--- config.mk ---
export PLATFORM = sky130hd
export DESIGN_NAME = dcc_ctrl_top
export DESIGN_NICKNAME = d
export VERILOG_FILES = /design/src/shared/dcc_pkg.sv /design/src/core/dcc_sync.sv /design/src/core/dcc_ctrl_top.sv
export SDC_FILE = /design/constraint.sdc
export NUM_CORES = 1
export LEC_CHECK = 0
export BUFFER_PORTS_ARGS = -buffer_cell sky130_fd_sc_hd__buf_4
export CAP_MARGIN = 10
export CORE_MARGIN = 2
export CORE_UTILIZATION = 40
export DETAILED_ROUTE_END_ITERATION = 8
export GPL_ROUTABILITY_DRIVEN = 0
export PLACE_DENSITY = 0.67
export SETUP_SLACK_MARGIN = 0.15
export SLEW_MARGIN = 10
export SYNTH_ARGS = -nofsm -noshare
export SYNTH_HDL_FRONTEND = slang
export SYNTH_SLANG_ARGS = --single-unit
--- constraint.sdc ---
create_clock -name core_clk_in -period 3.8 [get_ports core_clk_in]
set_input_delay 0.19 -clock core_clk_in [delete_from_list [all_inputs] [get_ports core_clk_in]]
set_output_delay 0.19 -clock core_clk_in [all_outputs]
set_load 0.005 [all_outputs]
--- src/shared/dcc_pkg.sv ---
// Package: register map, field layout and carrier types for the reference/comparator control
package dcc_pkg;

    // ------------------------------------------------------------
    // Sizes
    // ------------------------------------------------------------
    localparam int unsigned ADDR_W = 8;
    localparam int unsigned NUM_CMP = 2;
    localparam int unsigned LEVEL_W = 5;
    localparam int unsigned CYC_PER_INSTR = 4;

    // ------------------------------------------------------------
    // Register byte offsets
    // ------------------------------------------------------------
    localparam logic [7:0] VREF0_OFS = 8'h00;
    localparam logic [7:0] VREF1_OFS = 8'h04;
    localparam logic [7:0] CMP_CON0_OFS = 8'h08;
    localparam logic [7:0] CMP_CON1_OFS = 8'h0C;
    localparam logic [7:0] CMP_STRIDE = 8'h08;
    localparam logic [7:0] CMP_OUT_OFS = 8'h18;
    localparam logic [7:0] PIN_CTL_OFS = 8'h1C;

    // ------------------------------------------------------------
    // Field positions and masks
    // ------------------------------------------------------------
    localparam int unsigned VREF_EN_BIT = 7;
    localparam int unsigned VREF_OE1_BIT = 5;
    localparam int unsigned VREF_OE2_BIT = 4;
    localparam int unsigned VREF_PSS_LSB = 2;
    localparam int unsigned CMP_ON_BIT = 7;
    localparam int unsigned CMP_RES_BIT = 6;
    localparam int unsigned CMP_OE_BIT = 5;
    localparam int unsigned CMP_POL_BIT = 4;
    localparam int unsigned CMP_SP_BIT = 2;
    localparam int unsigned CMP_HYS_BIT = 1;
    localparam int unsigned CMP_SYNC_BIT = 0;
    localparam logic [7:0] CMP_CON1_MASK = 8'hF7;
    localparam int unsigned PIN_PIN_TRISTATE_CONTROL_LSB = 0;
    localparam int unsigned PIN_LATCH_LSB = 4;

    // ------------------------------------------------------------
    // Reset values
    // ------------------------------------------------------------
    localparam logic [7:0] CMP_CON0_RST = 8'h04;
    localparam logic [7:0] CMP_CON1_RST = 8'h00;
    localparam logic [NUM_CMP-1:0] PIN_PIN_TRISTATE_CONTROL_RST = 2'h3;

    // ------------------------------------------------------------
    // Types
    // ------------------------------------------------------------
    typedef enum logic [1:0]
    {
        DCC_PSS_SUPPLY = 2'h0,
        DCC_PSS_EXTREF = 2'h1,
        DCC_PSS_FIXED = 2'h2,
        DCC_PSS_RSVD = 2'h3
    } dcc_pss_t;

    typedef struct packed
    {
        logic en;
        logic oe1;
        logic oe2;
        dcc_pss_t pss;
    } dcc_vref_ctrl_t;

    typedef struct packed
    {
        logic on;
        logic oe;
        logic pol;
        logic sp;
        logic hys;
        logic sync;
    } dcc_cmp_ctrl_t;

endpackage : dcc_pkg

--- src/core/dcc_sync.sv ---
// Two-flop synchroniser for asynchronous single-bit inputs
`timescale 1ns/100ps
module dcc_sync #(
    parameter int unsigned WIDTH = 1
) (
    // Clock and reset
    input wire logic core_clk_in,
    input wire logic rst_b_in,
    // Data
    input wire logic [WIDTH-1:0] async_in,
    output logic [WIDTH-1:0] sync_out
);

    logic [WIDTH-1:0] meta_q;

    // First stage feeds only the second stage
    always_ff @(posedge core_clk_in)
    begin
        if (!rst_b_in)
        begin
            meta_q <= '0;
            sync_out <= '0;
        end
        else
        begin
            meta_q <= async_in;
            sync_out <= meta_q;
        end
    end

endmodule : dcc_sync

--- src/core/dcc_ctrl_top.sv ---
// Reference ladder and dual comparator control with APB register access
//
// Functional notes
// - Enable bit switches reference generator on
// - Two bits connect reference to pins
// - Reference pin: digital off, reads zero
// - Two-bit field selects ladder top source
// - Five-bit level field selects ladder tap
// - Sleep wake leaves reference control unchanged
// - Reset disables reference, pins, clears level
// - Unimplemented bits read as zero
// - Comparator works only while on bit set
// - Result readable in control and mirror
// - Pin driven needs enable, tristate clear, on
// - Output enable overrides latch, pin released while output enable set and on clear
// - Internal result latched each instruction cycle
// - Polarity bit inverts comparator result
// - Speed bit resets to normal speed
// - Hysteresis bit applies input hysteresis
// - Result offered as timer gate source
// - Two comparators, two control registers each
// - First control register bit layout
// - Sync latches result on timer falling edge
`timescale 1ns/100ps
module dcc_ctrl_top
    import dcc_pkg::*;
#(
    parameter int unsigned INSTR_CYC = CYC_PER_INSTR
) (
    // Clock and reset
    input wire logic core_clk_in,
    input wire logic rst_b_in,
    // APB slave
    input wire logic psel_in,
    input wire logic penable_in,
    input wire logic pwrite_in,
    input wire logic [ADDR_W-1:0] paddr_in,
    input wire logic [31:0] pwdata_in,
    output logic [31:0] prdata_out,
    output logic pready_out,
    output logic pslverr_out,
    // Analogue reference controls
    output dcc_vref_ctrl_t vref_ctrl_out,
    output logic [LEVEL_W-1:0] vref_level_out,
    // Reference pins, digital side
    input wire logic [1:0] vref_pin_in,
    output logic [1:0] vref_pin_read_out,
    // Comparator analogue side
    input wire logic [NUM_CMP-1:0] cmp_raw_in,
    output dcc_cmp_ctrl_t [NUM_CMP-1:0] cmp_ctrl_out,
    output logic [NUM_CMP-1:0][7:0] cmp_sel_out,
    // Comparator pins
    output logic [NUM_CMP-1:0] cmp_pin_out,
    output logic [NUM_CMP-1:0] cmp_pin_oe_b_out,
    // Timer link
    input wire logic t1_clk_in,
    output logic [NUM_CMP-1:0] t1_gate_out
);

    // ------------------------------------------------------------
    // Helpers
    // ------------------------------------------------------------
    function automatic logic [7:0] dcc_pack_con0(dcc_cmp_ctrl_t c, logic res);
        logic [7:0] b;
        b = 8'h00;
        b[CMP_ON_BIT] = c.on;
        b[CMP_RES_BIT] = res;
        b[CMP_OE_BIT] = c.oe;
        b[CMP_POL_BIT] = c.pol;
        b[CMP_SP_BIT] = c.sp;
        b[CMP_HYS_BIT] = c.hys;
        b[CMP_SYNC_BIT] = c.sync;
        return b;
    endfunction : dcc_pack_con0

    function automatic dcc_cmp_ctrl_t dcc_unpack_con0(logic [7:0] b);
        dcc_cmp_ctrl_t c;
        c.on = b[CMP_ON_BIT];
        c.oe = b[CMP_OE_BIT];
        c.pol = b[CMP_POL_BIT];
        c.sp = b[CMP_SP_BIT];
        c.hys = b[CMP_HYS_BIT];
        c.sync = b[CMP_SYNC_BIT];
        return c;
    endfunction : dcc_unpack_con0

    // ------------------------------------------------------------
    // Input synchronisers
    // ------------------------------------------------------------
    logic [NUM_CMP-1:0] cmp_raw_s;
    logic [1:0] vref_pin_s;
    logic t1_clk_s;

    dcc_sync #(
        .WIDTH(NUM_CMP + 3)
    ) u_sync (
        .core_clk_in(core_clk_in),
        .rst_b_in(rst_b_in),
        .async_in({t1_clk_in, vref_pin_in, cmp_raw_in}),
        .sync_out({t1_clk_s, vref_pin_s, cmp_raw_s})
    );

    // ------------------------------------------------------------
    // Instruction cycle enable and timer edge
    // ------------------------------------------------------------
    localparam int unsigned CNT_W = $clog2(INSTR_CYC + 1);
    localparam logic [CNT_W-1:0] CNT_LAST = CNT_W'(INSTR_CYC - 1);

    logic [CNT_W-1:0] instr_cnt_q;
    logic instr_en_q;
    logic t1_prev_q;
    wire instr_wrap_w = (instr_cnt_q == CNT_LAST);
    wire t1_fall_w = t1_prev_q & ~t1_clk_s;

    always_ff @(posedge core_clk_in)
    begin
        if (!rst_b_in)
        begin
            instr_cnt_q <= '0;
            instr_en_q <= 1'b0;
            t1_prev_q <= 1'b0;
        end
        else
        begin
            instr_cnt_q <= instr_wrap_w ? '0 : instr_cnt_q + 1'b1;
            instr_en_q <= instr_wrap_w;
            t1_prev_q <= t1_clk_s;
        end
    end

    // ------------------------------------------------------------
    // APB handshake
    // ------------------------------------------------------------
    typedef enum logic [1:0]
    {
        DCC_APB_IDLE = 2'b01,
        DCC_APB_DONE = 2'b10
    } dcc_apb_st_t;

    dcc_apb_st_t apb_st_q;
    dcc_apb_st_t apb_st_d;
    logic [31:0] prdata_q;
    logic pready_q;
    logic pslverr_q;

    wire setup_w = psel_in & ~penable_in & (apb_st_q == DCC_APB_IDLE);
    wire wr_en_w = psel_in & penable_in & pready_q & pwrite_in;

    always_comb
    begin
        case (apb_st_q)
            DCC_APB_IDLE: apb_st_d = setup_w ? DCC_APB_DONE : DCC_APB_IDLE;
            DCC_APB_DONE: apb_st_d = DCC_APB_IDLE;
            default: apb_st_d = DCC_APB_IDLE;
        endcase
    end

    // ------------------------------------------------------------
    // Reference registers
    // ------------------------------------------------------------
    dcc_vref_ctrl_t vref_q;
    logic [LEVEL_W-1:0] level_q;
    logic [NUM_CMP-1:0] pin_tristate_control_q;
    logic [NUM_CMP-1:0] latch_q;
    logic [1:0] pin_read_q;

    wire hit_v0_w = (paddr_in == VREF0_OFS);
    wire hit_v1_w = (paddr_in == VREF1_OFS);
    wire hit_out_w = (paddr_in == CMP_OUT_OFS);
    wire hit_pin_w = (paddr_in == PIN_CTL_OFS);
    wire [1:0] vref_oe_w = {vref_q.oe2, vref_q.oe1};

    // Only reset or a bus write changes these, so a wake from sleep keeps them
    always_ff @(posedge core_clk_in)
    begin
        if (!rst_b_in)
        begin
            vref_q <= '0;
            level_q <= '0;
            pin_tristate_control_q <= PIN_PIN_TRISTATE_CONTROL_RST;
            latch_q <= '0;
        end
        else
        begin
            if (wr_en_w && hit_v0_w)
            begin
                vref_q.en <= pwdata_in[VREF_EN_BIT];
                vref_q.oe1 <= pwdata_in[VREF_OE1_BIT];
                vref_q.oe2 <= pwdata_in[VREF_OE2_BIT];
                vref_q.pss <= dcc_pss_t'(pwdata_in[VREF_PSS_LSB +: 2]);
            end
            if (wr_en_w && hit_v1_w)
            begin
                level_q <= pwdata_in[LEVEL_W-1:0];
            end
            if (wr_en_w && hit_pin_w)
            begin
                pin_tristate_control_q <= pwdata_in[PIN_PIN_TRISTATE_CONTROL_LSB +: NUM_CMP];
                latch_q <= pwdata_in[PIN_LATCH_LSB +: NUM_CMP];
            end
        end
    end

    // Pin input is blanked while the pin carries the analogue level
    always_ff @(posedge core_clk_in)
    begin
        if (!rst_b_in)
        begin
            pin_read_q <= '0;
        end
        else
        begin
            pin_read_q <= vref_pin_s & ~vref_oe_w;
        end
    end

    // Unimplemented positions stay zero in the read image
    wire [7:0] vref0_rd_w = {vref_q.en, 1'b0, vref_q.oe1, vref_q.oe2, vref_q.pss, 2'b00};
    wire [7:0] vref1_rd_w = {{(8 - LEVEL_W){1'b0}}, level_q};
    wire [7:0] pin_rd_w = {{(8 - PIN_LATCH_LSB - NUM_CMP){1'b0}}, latch_q,
                           {(PIN_LATCH_LSB - NUM_CMP){1'b0}}, pin_tristate_control_q};

    // ------------------------------------------------------------
    // Comparator channels
    // ------------------------------------------------------------
    dcc_cmp_ctrl_t [NUM_CMP-1:0] cmp_q;
    logic [NUM_CMP-1:0][7:0] con1_q;
    logic [NUM_CMP-1:0] result_q;
    logic [NUM_CMP-1:0] sync_res_q;
    logic [NUM_CMP-1:0] gate_q;
    logic [NUM_CMP-1:0] pin_q;
    logic [NUM_CMP-1:0] pin_oe_b_q;
    logic [NUM_CMP-1:0] pol_w;
    logic [NUM_CMP-1:0] ext_w;
    logic [NUM_CMP-1:0] hit_c0_w;
    logic [NUM_CMP-1:0] hit_c1_w;
    logic [NUM_CMP-1:0][7:0] cmp_rd_w;

    genvar gi;
    generate
        for (gi = 0; gi < NUM_CMP; gi++)
        begin : g_cmp
            localparam logic [7:0] OFS0 = CMP_CON0_OFS + 8'(gi) * CMP_STRIDE;
            localparam logic [7:0] OFS1 = CMP_CON1_OFS + 8'(gi) * CMP_STRIDE;

            assign hit_c0_w[gi] = (paddr_in == OFS0);
            assign hit_c1_w[gi] = (paddr_in == OFS1);
            // Off comparator gives a low decision before polarity
            assign pol_w[gi] = (cmp_raw_s[gi] & cmp_q[gi].on) ^ cmp_q[gi].pol;
            assign ext_w[gi] = cmp_q[gi].sync ? sync_res_q[gi] : pol_w[gi];
            assign cmp_rd_w[gi] = ({8{hit_c0_w[gi]}} & dcc_pack_con0(cmp_q[gi], result_q[gi]))
                                | ({8{hit_c1_w[gi]}} & con1_q[gi] & CMP_CON1_MASK);

            always_ff @(posedge core_clk_in)
            begin
                if (!rst_b_in)
                begin
                    cmp_q[gi] <= dcc_unpack_con0(CMP_CON0_RST);
                    con1_q[gi] <= CMP_CON1_RST;
                end
                else
                begin
                    if (wr_en_w && hit_c0_w[gi])
                    begin
                        cmp_q[gi] <= dcc_unpack_con0(pwdata_in[7:0]);
                    end
                    if (wr_en_w && hit_c1_w[gi])
                    begin
                        con1_q[gi] <= pwdata_in[7:0] & CMP_CON1_MASK;
                    end
                end
            end

            always_ff @(posedge core_clk_in)
            begin
                if (!rst_b_in)
                begin
                    result_q[gi] <= 1'b0;
                    sync_res_q[gi] <= 1'b0;
                    gate_q[gi] <= 1'b0;
                    pin_q[gi] <= 1'b0;
                    pin_oe_b_q[gi] <= 1'b1;
                end
                else
                begin
                    if (instr_en_q)
                    begin
                        result_q[gi] <= pol_w[gi];
                    end
                    if (t1_fall_w)
                    begin
                        sync_res_q[gi] <= pol_w[gi];
                    end
                    gate_q[gi] <= ext_w[gi];
                    pin_q[gi] <= cmp_q[gi].oe ? ext_w[gi] : latch_q[gi];
                    pin_oe_b_q[gi] <= pin_tristate_control_q[gi] | (cmp_q[gi].oe & ~cmp_q[gi].on);
                end
            end
        end
    endgenerate

    // ------------------------------------------------------------
    // Read path
    // ------------------------------------------------------------
    wire mapped_w = hit_v0_w | hit_v1_w | hit_out_w | hit_pin_w | (|hit_c0_w) | (|hit_c1_w);
    wire [7:0] out_rd_w = {{(8 - NUM_CMP){1'b0}}, result_q};
    wire [7:0] rd_w = ({8{hit_v0_w}} & vref0_rd_w) | ({8{hit_v1_w}} & vref1_rd_w)
                    | ({8{hit_out_w}} & out_rd_w) | ({8{hit_pin_w}} & pin_rd_w)
                    | cmp_rd_w[0] | cmp_rd_w[1];

    // Answer in the first cycle of the access phase, data latched at setup
    always_ff @(posedge core_clk_in)
    begin
        if (!rst_b_in)
        begin
            apb_st_q <= DCC_APB_IDLE;
            prdata_q <= '0;
            pready_q <= 1'b0;
            pslverr_q <= 1'b0;
        end
        else
        begin
            apb_st_q <= apb_st_d;
            pready_q <= setup_w;
            if (setup_w)
            begin
                prdata_q <= {24'h000000, rd_w};
                pslverr_q <= ~mapped_w;
            end
        end
    end

    // ------------------------------------------------------------
    // Outputs
    // ------------------------------------------------------------
    assign prdata_out = prdata_q;
    assign pready_out = pready_q;
    assign pslverr_out = pslverr_q;
    assign vref_ctrl_out = vref_q;
    assign vref_level_out = level_q;
    assign vref_pin_read_out = pin_read_q;
    assign cmp_ctrl_out = cmp_q;
    assign cmp_sel_out = con1_q;
    assign cmp_pin_out = pin_q;
    assign cmp_pin_oe_b_out = pin_oe_b_q;
    assign t1_gate_out = gate_q;

    generate
        for (gi = 0; gi < NUM_CMP; gi++)
        begin : g_chk

        end
    endgenerate
endmodule : dcc_ctrl_top

# == Word-level counts from Yosys, hierarchy flattened ==
# Index checks and enable logic that the tools add are counted.
# classes
addsub,1
eq_ne,9
muxes,5
n_bitwise,42
reduce_logical,12
# op_table
cell,count
8-bit OR,7
8-bit AND,5
8-bit by 5-bit equality test with 1-bit output (second input constant),4
8-bit by 4-bit equality test with 1-bit output (second input constant),2
1-bit AND,10
8-bit by 2-bit AND with 8-bit output,1
8-bit by 5-bit AND with 8-bit output,1
8-bit by 6-bit AND with 8-bit output,1
8-bit by 3-bit equality test with 1-bit output (second input constant),1
8-bit zero test,1
1-bit logical AND,7
1-bit OR,7
1-bit inverter,6
2-bit OR reduction,3
1-bit two-way mux,4
3-bit by 1-bit adder with 3-bit output (second input constant),1
3-bit by 2-bit equality test with 1-bit output (second input constant),1
2-bit AND,1
2-bit by 1-bit equality test with 1-bit output (second input constant),1
2-bit two-way mux,1
2-bit inverter,1
2-bit AND reduction,1
1-bit bitwise XOR,2
# totals
register_bits,79
in_bits,50
output_inout_bits,80
wordCells,110

# == Depth between registers and ports, before layout ==
# depth
word_depth,7
mapped_depth,6
depth_no_buf,5

# == Hierarchy ==
# A second synthesis with hierarchy kept.
# hier_totals
hier_cells,352
area_unflattened_um2,3357.0
# modules_own_cells
mod,n_inst,cells_each,area_per_inst_um2,seq_area_each_um2
dcc_ctrl_top,1,332,3094.2,1381.3
dcc_sync,1,20,262.8,200.2

# == Worst setup path after synthesis ==
# No wires, ideal clock.
# synth_path
kind,register -> register
startpoint,register pready_q (netlist: pready_out)
endpoint,register pin_tristate_control_q[0]
setup_time_ns,0.126
arrival_time_ns,1.642
t_required_ns,3.674
slack_ns,2.032
path_stages_with_launch,6
path_buffers,1
synth_period_minus_slack_ns,1.768
path_cell_list,dfxtp_1 nand4_1 or4b_1 clkbuf_1 mux2i_1 nand2_1
# synth_between
elab_chain_len,3
# synth_lines
element,line_no,rtl
"start, declared",dcc_ctrl_top.sv:143,logic pready_q;
"start signal, assigned",dcc_ctrl_top.sv:324,pready_q <= setup_w;
1-bit AND (2 in a row),dcc_ctrl_top.sv:147,wire wr_en_w = psel_in & penable_in & pready_q & pwrite_in;
1-bit logical AND,dcc_ctrl_top.sv:196,if (wr_en_w && hit_pin_w)
"end signal, assigned",dcc_ctrl_top.sv:198,pin_tristate_control_q <= pwdata_in[PIN_PIN_TRISTATE_CONTROL_LSB +: NUM_CMP];
"end, declared",dcc_ctrl_top.sv:163,logic [NUM_CMP-1:0] pin_tristate_control_q;
# Every way passes these cells.
# A chain may end at the register's enable or synchronous reset.

# == Final worst setup path ==
# layout_path
startpoint,register pready_q (netlist: pready_out)
endpoint,register con1_q (netlist bit cmp_sel_out[8])
# layout_between
elab_chain_len,3
# layout_lines
element,line_no,rtl
1-bit AND (2 in a row),dcc_ctrl_top.sv:147,
1-bit logical AND,dcc_ctrl_top.sv:267,if (wr_en_w && hit_c1_w[gi])
"end signal, assigned by index",dcc_ctrl_top.sv:269,con1_q[gi] <= pwdata_in[7:0] & CMP_CON1_MASK;
"end, declared",dcc_ctrl_top.sv:227,logic [NUM_CMP-1:0][7:0] con1_q;
# Every way passes these cells.

==> results.txt <==
* Compound-Gate Fraction of Synth Area: between 7 and 8%
* Most common cell after layout, fill and taps aside: buf_4
- The root buffer cell chosen for the clock tree is clkbuf_8.
- Maximum vdd ir drop: between 0.2 and 0.25 mV
- For this run, the number of Yosys warnings is 0.
* Adder-cell area share of the yosys netlist: less than 1%
- Overall power of the completed layout: roughly 1.7 mW
- Share of the synthesized netlist area taken by xor and xnor gates: less than 1%
* Die outline height: about 96 um
* Number of synthesized register bits: just under 80
- Area growth from synthesis to final layout: 23.5%
- Of the total synthesized cell area, the portion taken by AND, OR, NAND and NOR gates is between 20% and 30%.
- Post-CTS Repair Setup Buffers: 0
- Entering global routing, the biggest net connects 57 pins.
* CTS tree: built
- Post-detailed-route count of antenna-violating nets: 0
- Total via count after detailed routing: about 2700
- The worst setup path is captured at a flop.
- Of all flip-flops after synthesis, the portion carrying an async set or reset was 0%.
- Design Area, Final: about 4200 sq um
* Number of antenna violations at the first check in global routing: 0
- The die covers between 9000 and 10000 sq um.
* Routed length per instance: 15.4 um
* Final number of setup-violating endpoints: 0
* Commonest cells after routing, fill and taps aside: buf_4, dfxtp_1, nor2_1
* Leakage: 1.83 nW
- Number of clock sinks: just under 80
* Count of instances resized after the clock tree is built: 0
- The number of global-route vias before repair is 2498.
- Unique masters post-synth: 48
- Violation count after the first detailed-routing iteration: 140
* Register area share after synthesis: 46.2%
* Element type at the critical path start: flop
- HPWL after DPL: about 6000 um
* Count of mapped cells out of synthesis: 353
- Pins Over Slew Limit: 0
- Biggest fanout along the worst timing path: 7
* Fmax: between 400 and 500 MHz
- For the pin with the worst max-slew slack, the measured transition is ~790 ps.
- Power per cell area: around 400 nW/um^2
- Final total negative setup slack: 0 ps
* Drt via density: roughly 5
- Mapped cell area: about 3400 sq um
- For this design the top-level I/O count stands at between 100 and 150.
* Number of endpoints with negative hold slack in the final report: 0
- Area post-placement: between 3000 and 4000 sq um
- Final period util: 53.0%
- Of the cells placed in the final design, the portion with a size suffix greater than 1 is 26.5%.
- Net count of the finished layout: 478
- In this run the standard cell core region covers 8260 sq um.
- The longest clock path from root to sink contains 2 buffers.
- STA puts the critical path data arrival time at ~2200 ps.
* Crit path required time: 4030 ps
* Hold bufs inserted after CTS: 0
* CTS Buf Count: 9
* Wire length of the first global-routing pass: between 10000 and 15000 um
- Grt ovf: 0
- The first detailed-routing pass took 4 iterations.
- Share of cell area taken by muxes after synthesis: 15.4%
* Count of antenna diodes in the layout: 0
- Time the worst path needs with I/O delays and setup: just over 2000 ps
* Number of levels the H-tree was split into: 3
* Status: finished clean
- Worst-case reg-to-reg path depth: 4
- Across every metal layer, demand over resource in global routing totals a little under a fifth.
- For this run, the leading register cell type out of synthesis is dfxtp_1.
- Clock-pin slew on the worst setup and hold paths: 80 ps
* Post-Route Skew: 10.5 ps
- IO buf count: just under 80
- Wirelength, routed: 8250 um
* Average cell area after synthesis: roughly 9.7 sq um
- Initial core utilization: 41.4%
- Residual DRC: 0
- Setup repair after global routing missed its margin: false
- Worst min-delay path class: input pin to flop
- The worst hold path was traced through 2 stages.
- Latest clock arrival within the worst-skew pair: approximately 340 ps
- Crit path kind: flop to flop
- Number of enable flip-flop cells after synthesis: 0
* Relative max-transition margin: 46.7%
* Main combinational cell family by area after synthesis: simple AND/OR/NAND/NOR gates
- Measured along the x axis, the die boundary spans just under 100 um.
* Max-cap violations: 0
* Placement Rows: 33
-- power by group --
group / switching, mW / total (mW) / internal, mW
Combinational: 0.0648 / 0.109 / 0.0439
Clock: 0.301 / 0.736 / 0.436
Sequential: 0.00534 / 0.846 / 0.841
Total: 0.371 / 1.69 / 1.32
-- logic make-up (layout without fill, tap and decap cells) --
group,Yosys count,count (layout)
AO/OA/AOI/OAI,39,39
adder cells (fa/ha/maj),2,2
flip-flops,79,79
buffers and inverters,53,106
other,1,26
multiplexers,47,47
AND/OR/NAND/NOR,130,130
XOR/XNOR,2,2
-- synth_stat cells (5+ instances only) --
| cell | n | area (sq um) |
|---|---|---|
| inv_1 | 7 | 26.3 |
| nand2b_1 | 5 | 31.3 |
| mux2i_1 | 39 | 390 |
| dfxtp_1 | 79 | 1580 |
| nand3_1 | 11 | 55.1 |
| a211oi_1 | 5 | 37.5 |
| clkbuf_1 | 14 | 52.6 |
| o21ai_0 | 12 | 60.1 |
| buf_4 | 26 | 195 |
| nand2_1 | 33 | 124 |
| nor2_1 | 40 | 150 |
| and2_1 | 16 | 100 |
-- sequential cells by signal (all words and copies together) (netlist names), 3 cells and up --
register,cells
cmp_sel_out,14
vref_level_out,5
cmp_ctrl_out,12
instr_cnt_q,3
prdata_out,8
u_sync.meta_q,5
vref_ctrl_out,5
u_sync.sync_out,5
-- cell type report --
class / instances / area [sq um]
fill: 766 / 4030
tap: 105 / 131
inverter: 8 / 30.0
clock inverter: 6 / 109
multi-input combinational: 246 / 1630
clock buffer: 10 / 128
timing repair buffer: 82 / 616
sequential: 79 / 1580
-- worst max-delay path: stages, from the launching register on --
cell and delay (ps):
dfxtp_1 330, nand4_1 420, nor4_4 830, mux2i_1 270
nor2_1 50
-- through the flow --
| step | cells | utilization [%] | hold slack [ps] | setup WS, ps |
|---|---|---|---|---|
| 3_3_place_gp | 520 | 48.3 | 398 | 1730 |
| 6_report | 536 | 51.2 | 50.0 | 1790 |
| 4_1_cts | 536 | 51.2 | 36.9 | 1750 |
| 5_1_grt | 536 | 51.2 | 36.9 | 1620 |
| 2_1_floorplan | 378 | - | 315 | 2030 |
| 3_5_place_dp | 520 | 48.3 | 401 | 1680 |
-- layer usage --
| metal | track usage (%) | vias up | routed length [um] |
|---|---|---|---|
| met3 | 4.27 | 9 | 439 |
| met1 | 23.8 | 1275 | 3780 |
| met5 | 0 | - | 0 |
| met4 | 5.75 | 0 | 114 |
| met2 | 29.7 | 86 | 3910 |
| li1 | - | 1318 | - |
-- worst paths after layout --
| kind | start | to | slack [ps] |
|---|---|---|---|
| max reg2reg | pready_out$_SDFF_PN0_ | cmp_sel_out[8]$_SDFFE_PN0P_ | 1790 |
| min | vref_pin_in[0] | u_sync.meta_q[2]$_SDFF_PN0_ | 50 |
| min reg2reg | u_sync.sync_out[3]$_SDFF_PN0_ | vref_pin_read_out[1]$_SDFF_PN0_ | 430 |
| max | pready_out$_SDFF_PN0_ | cmp_sel_out[8]$_SDFFE_PN0P_ | 1790 |
Power figures use the tool's default switching activity.
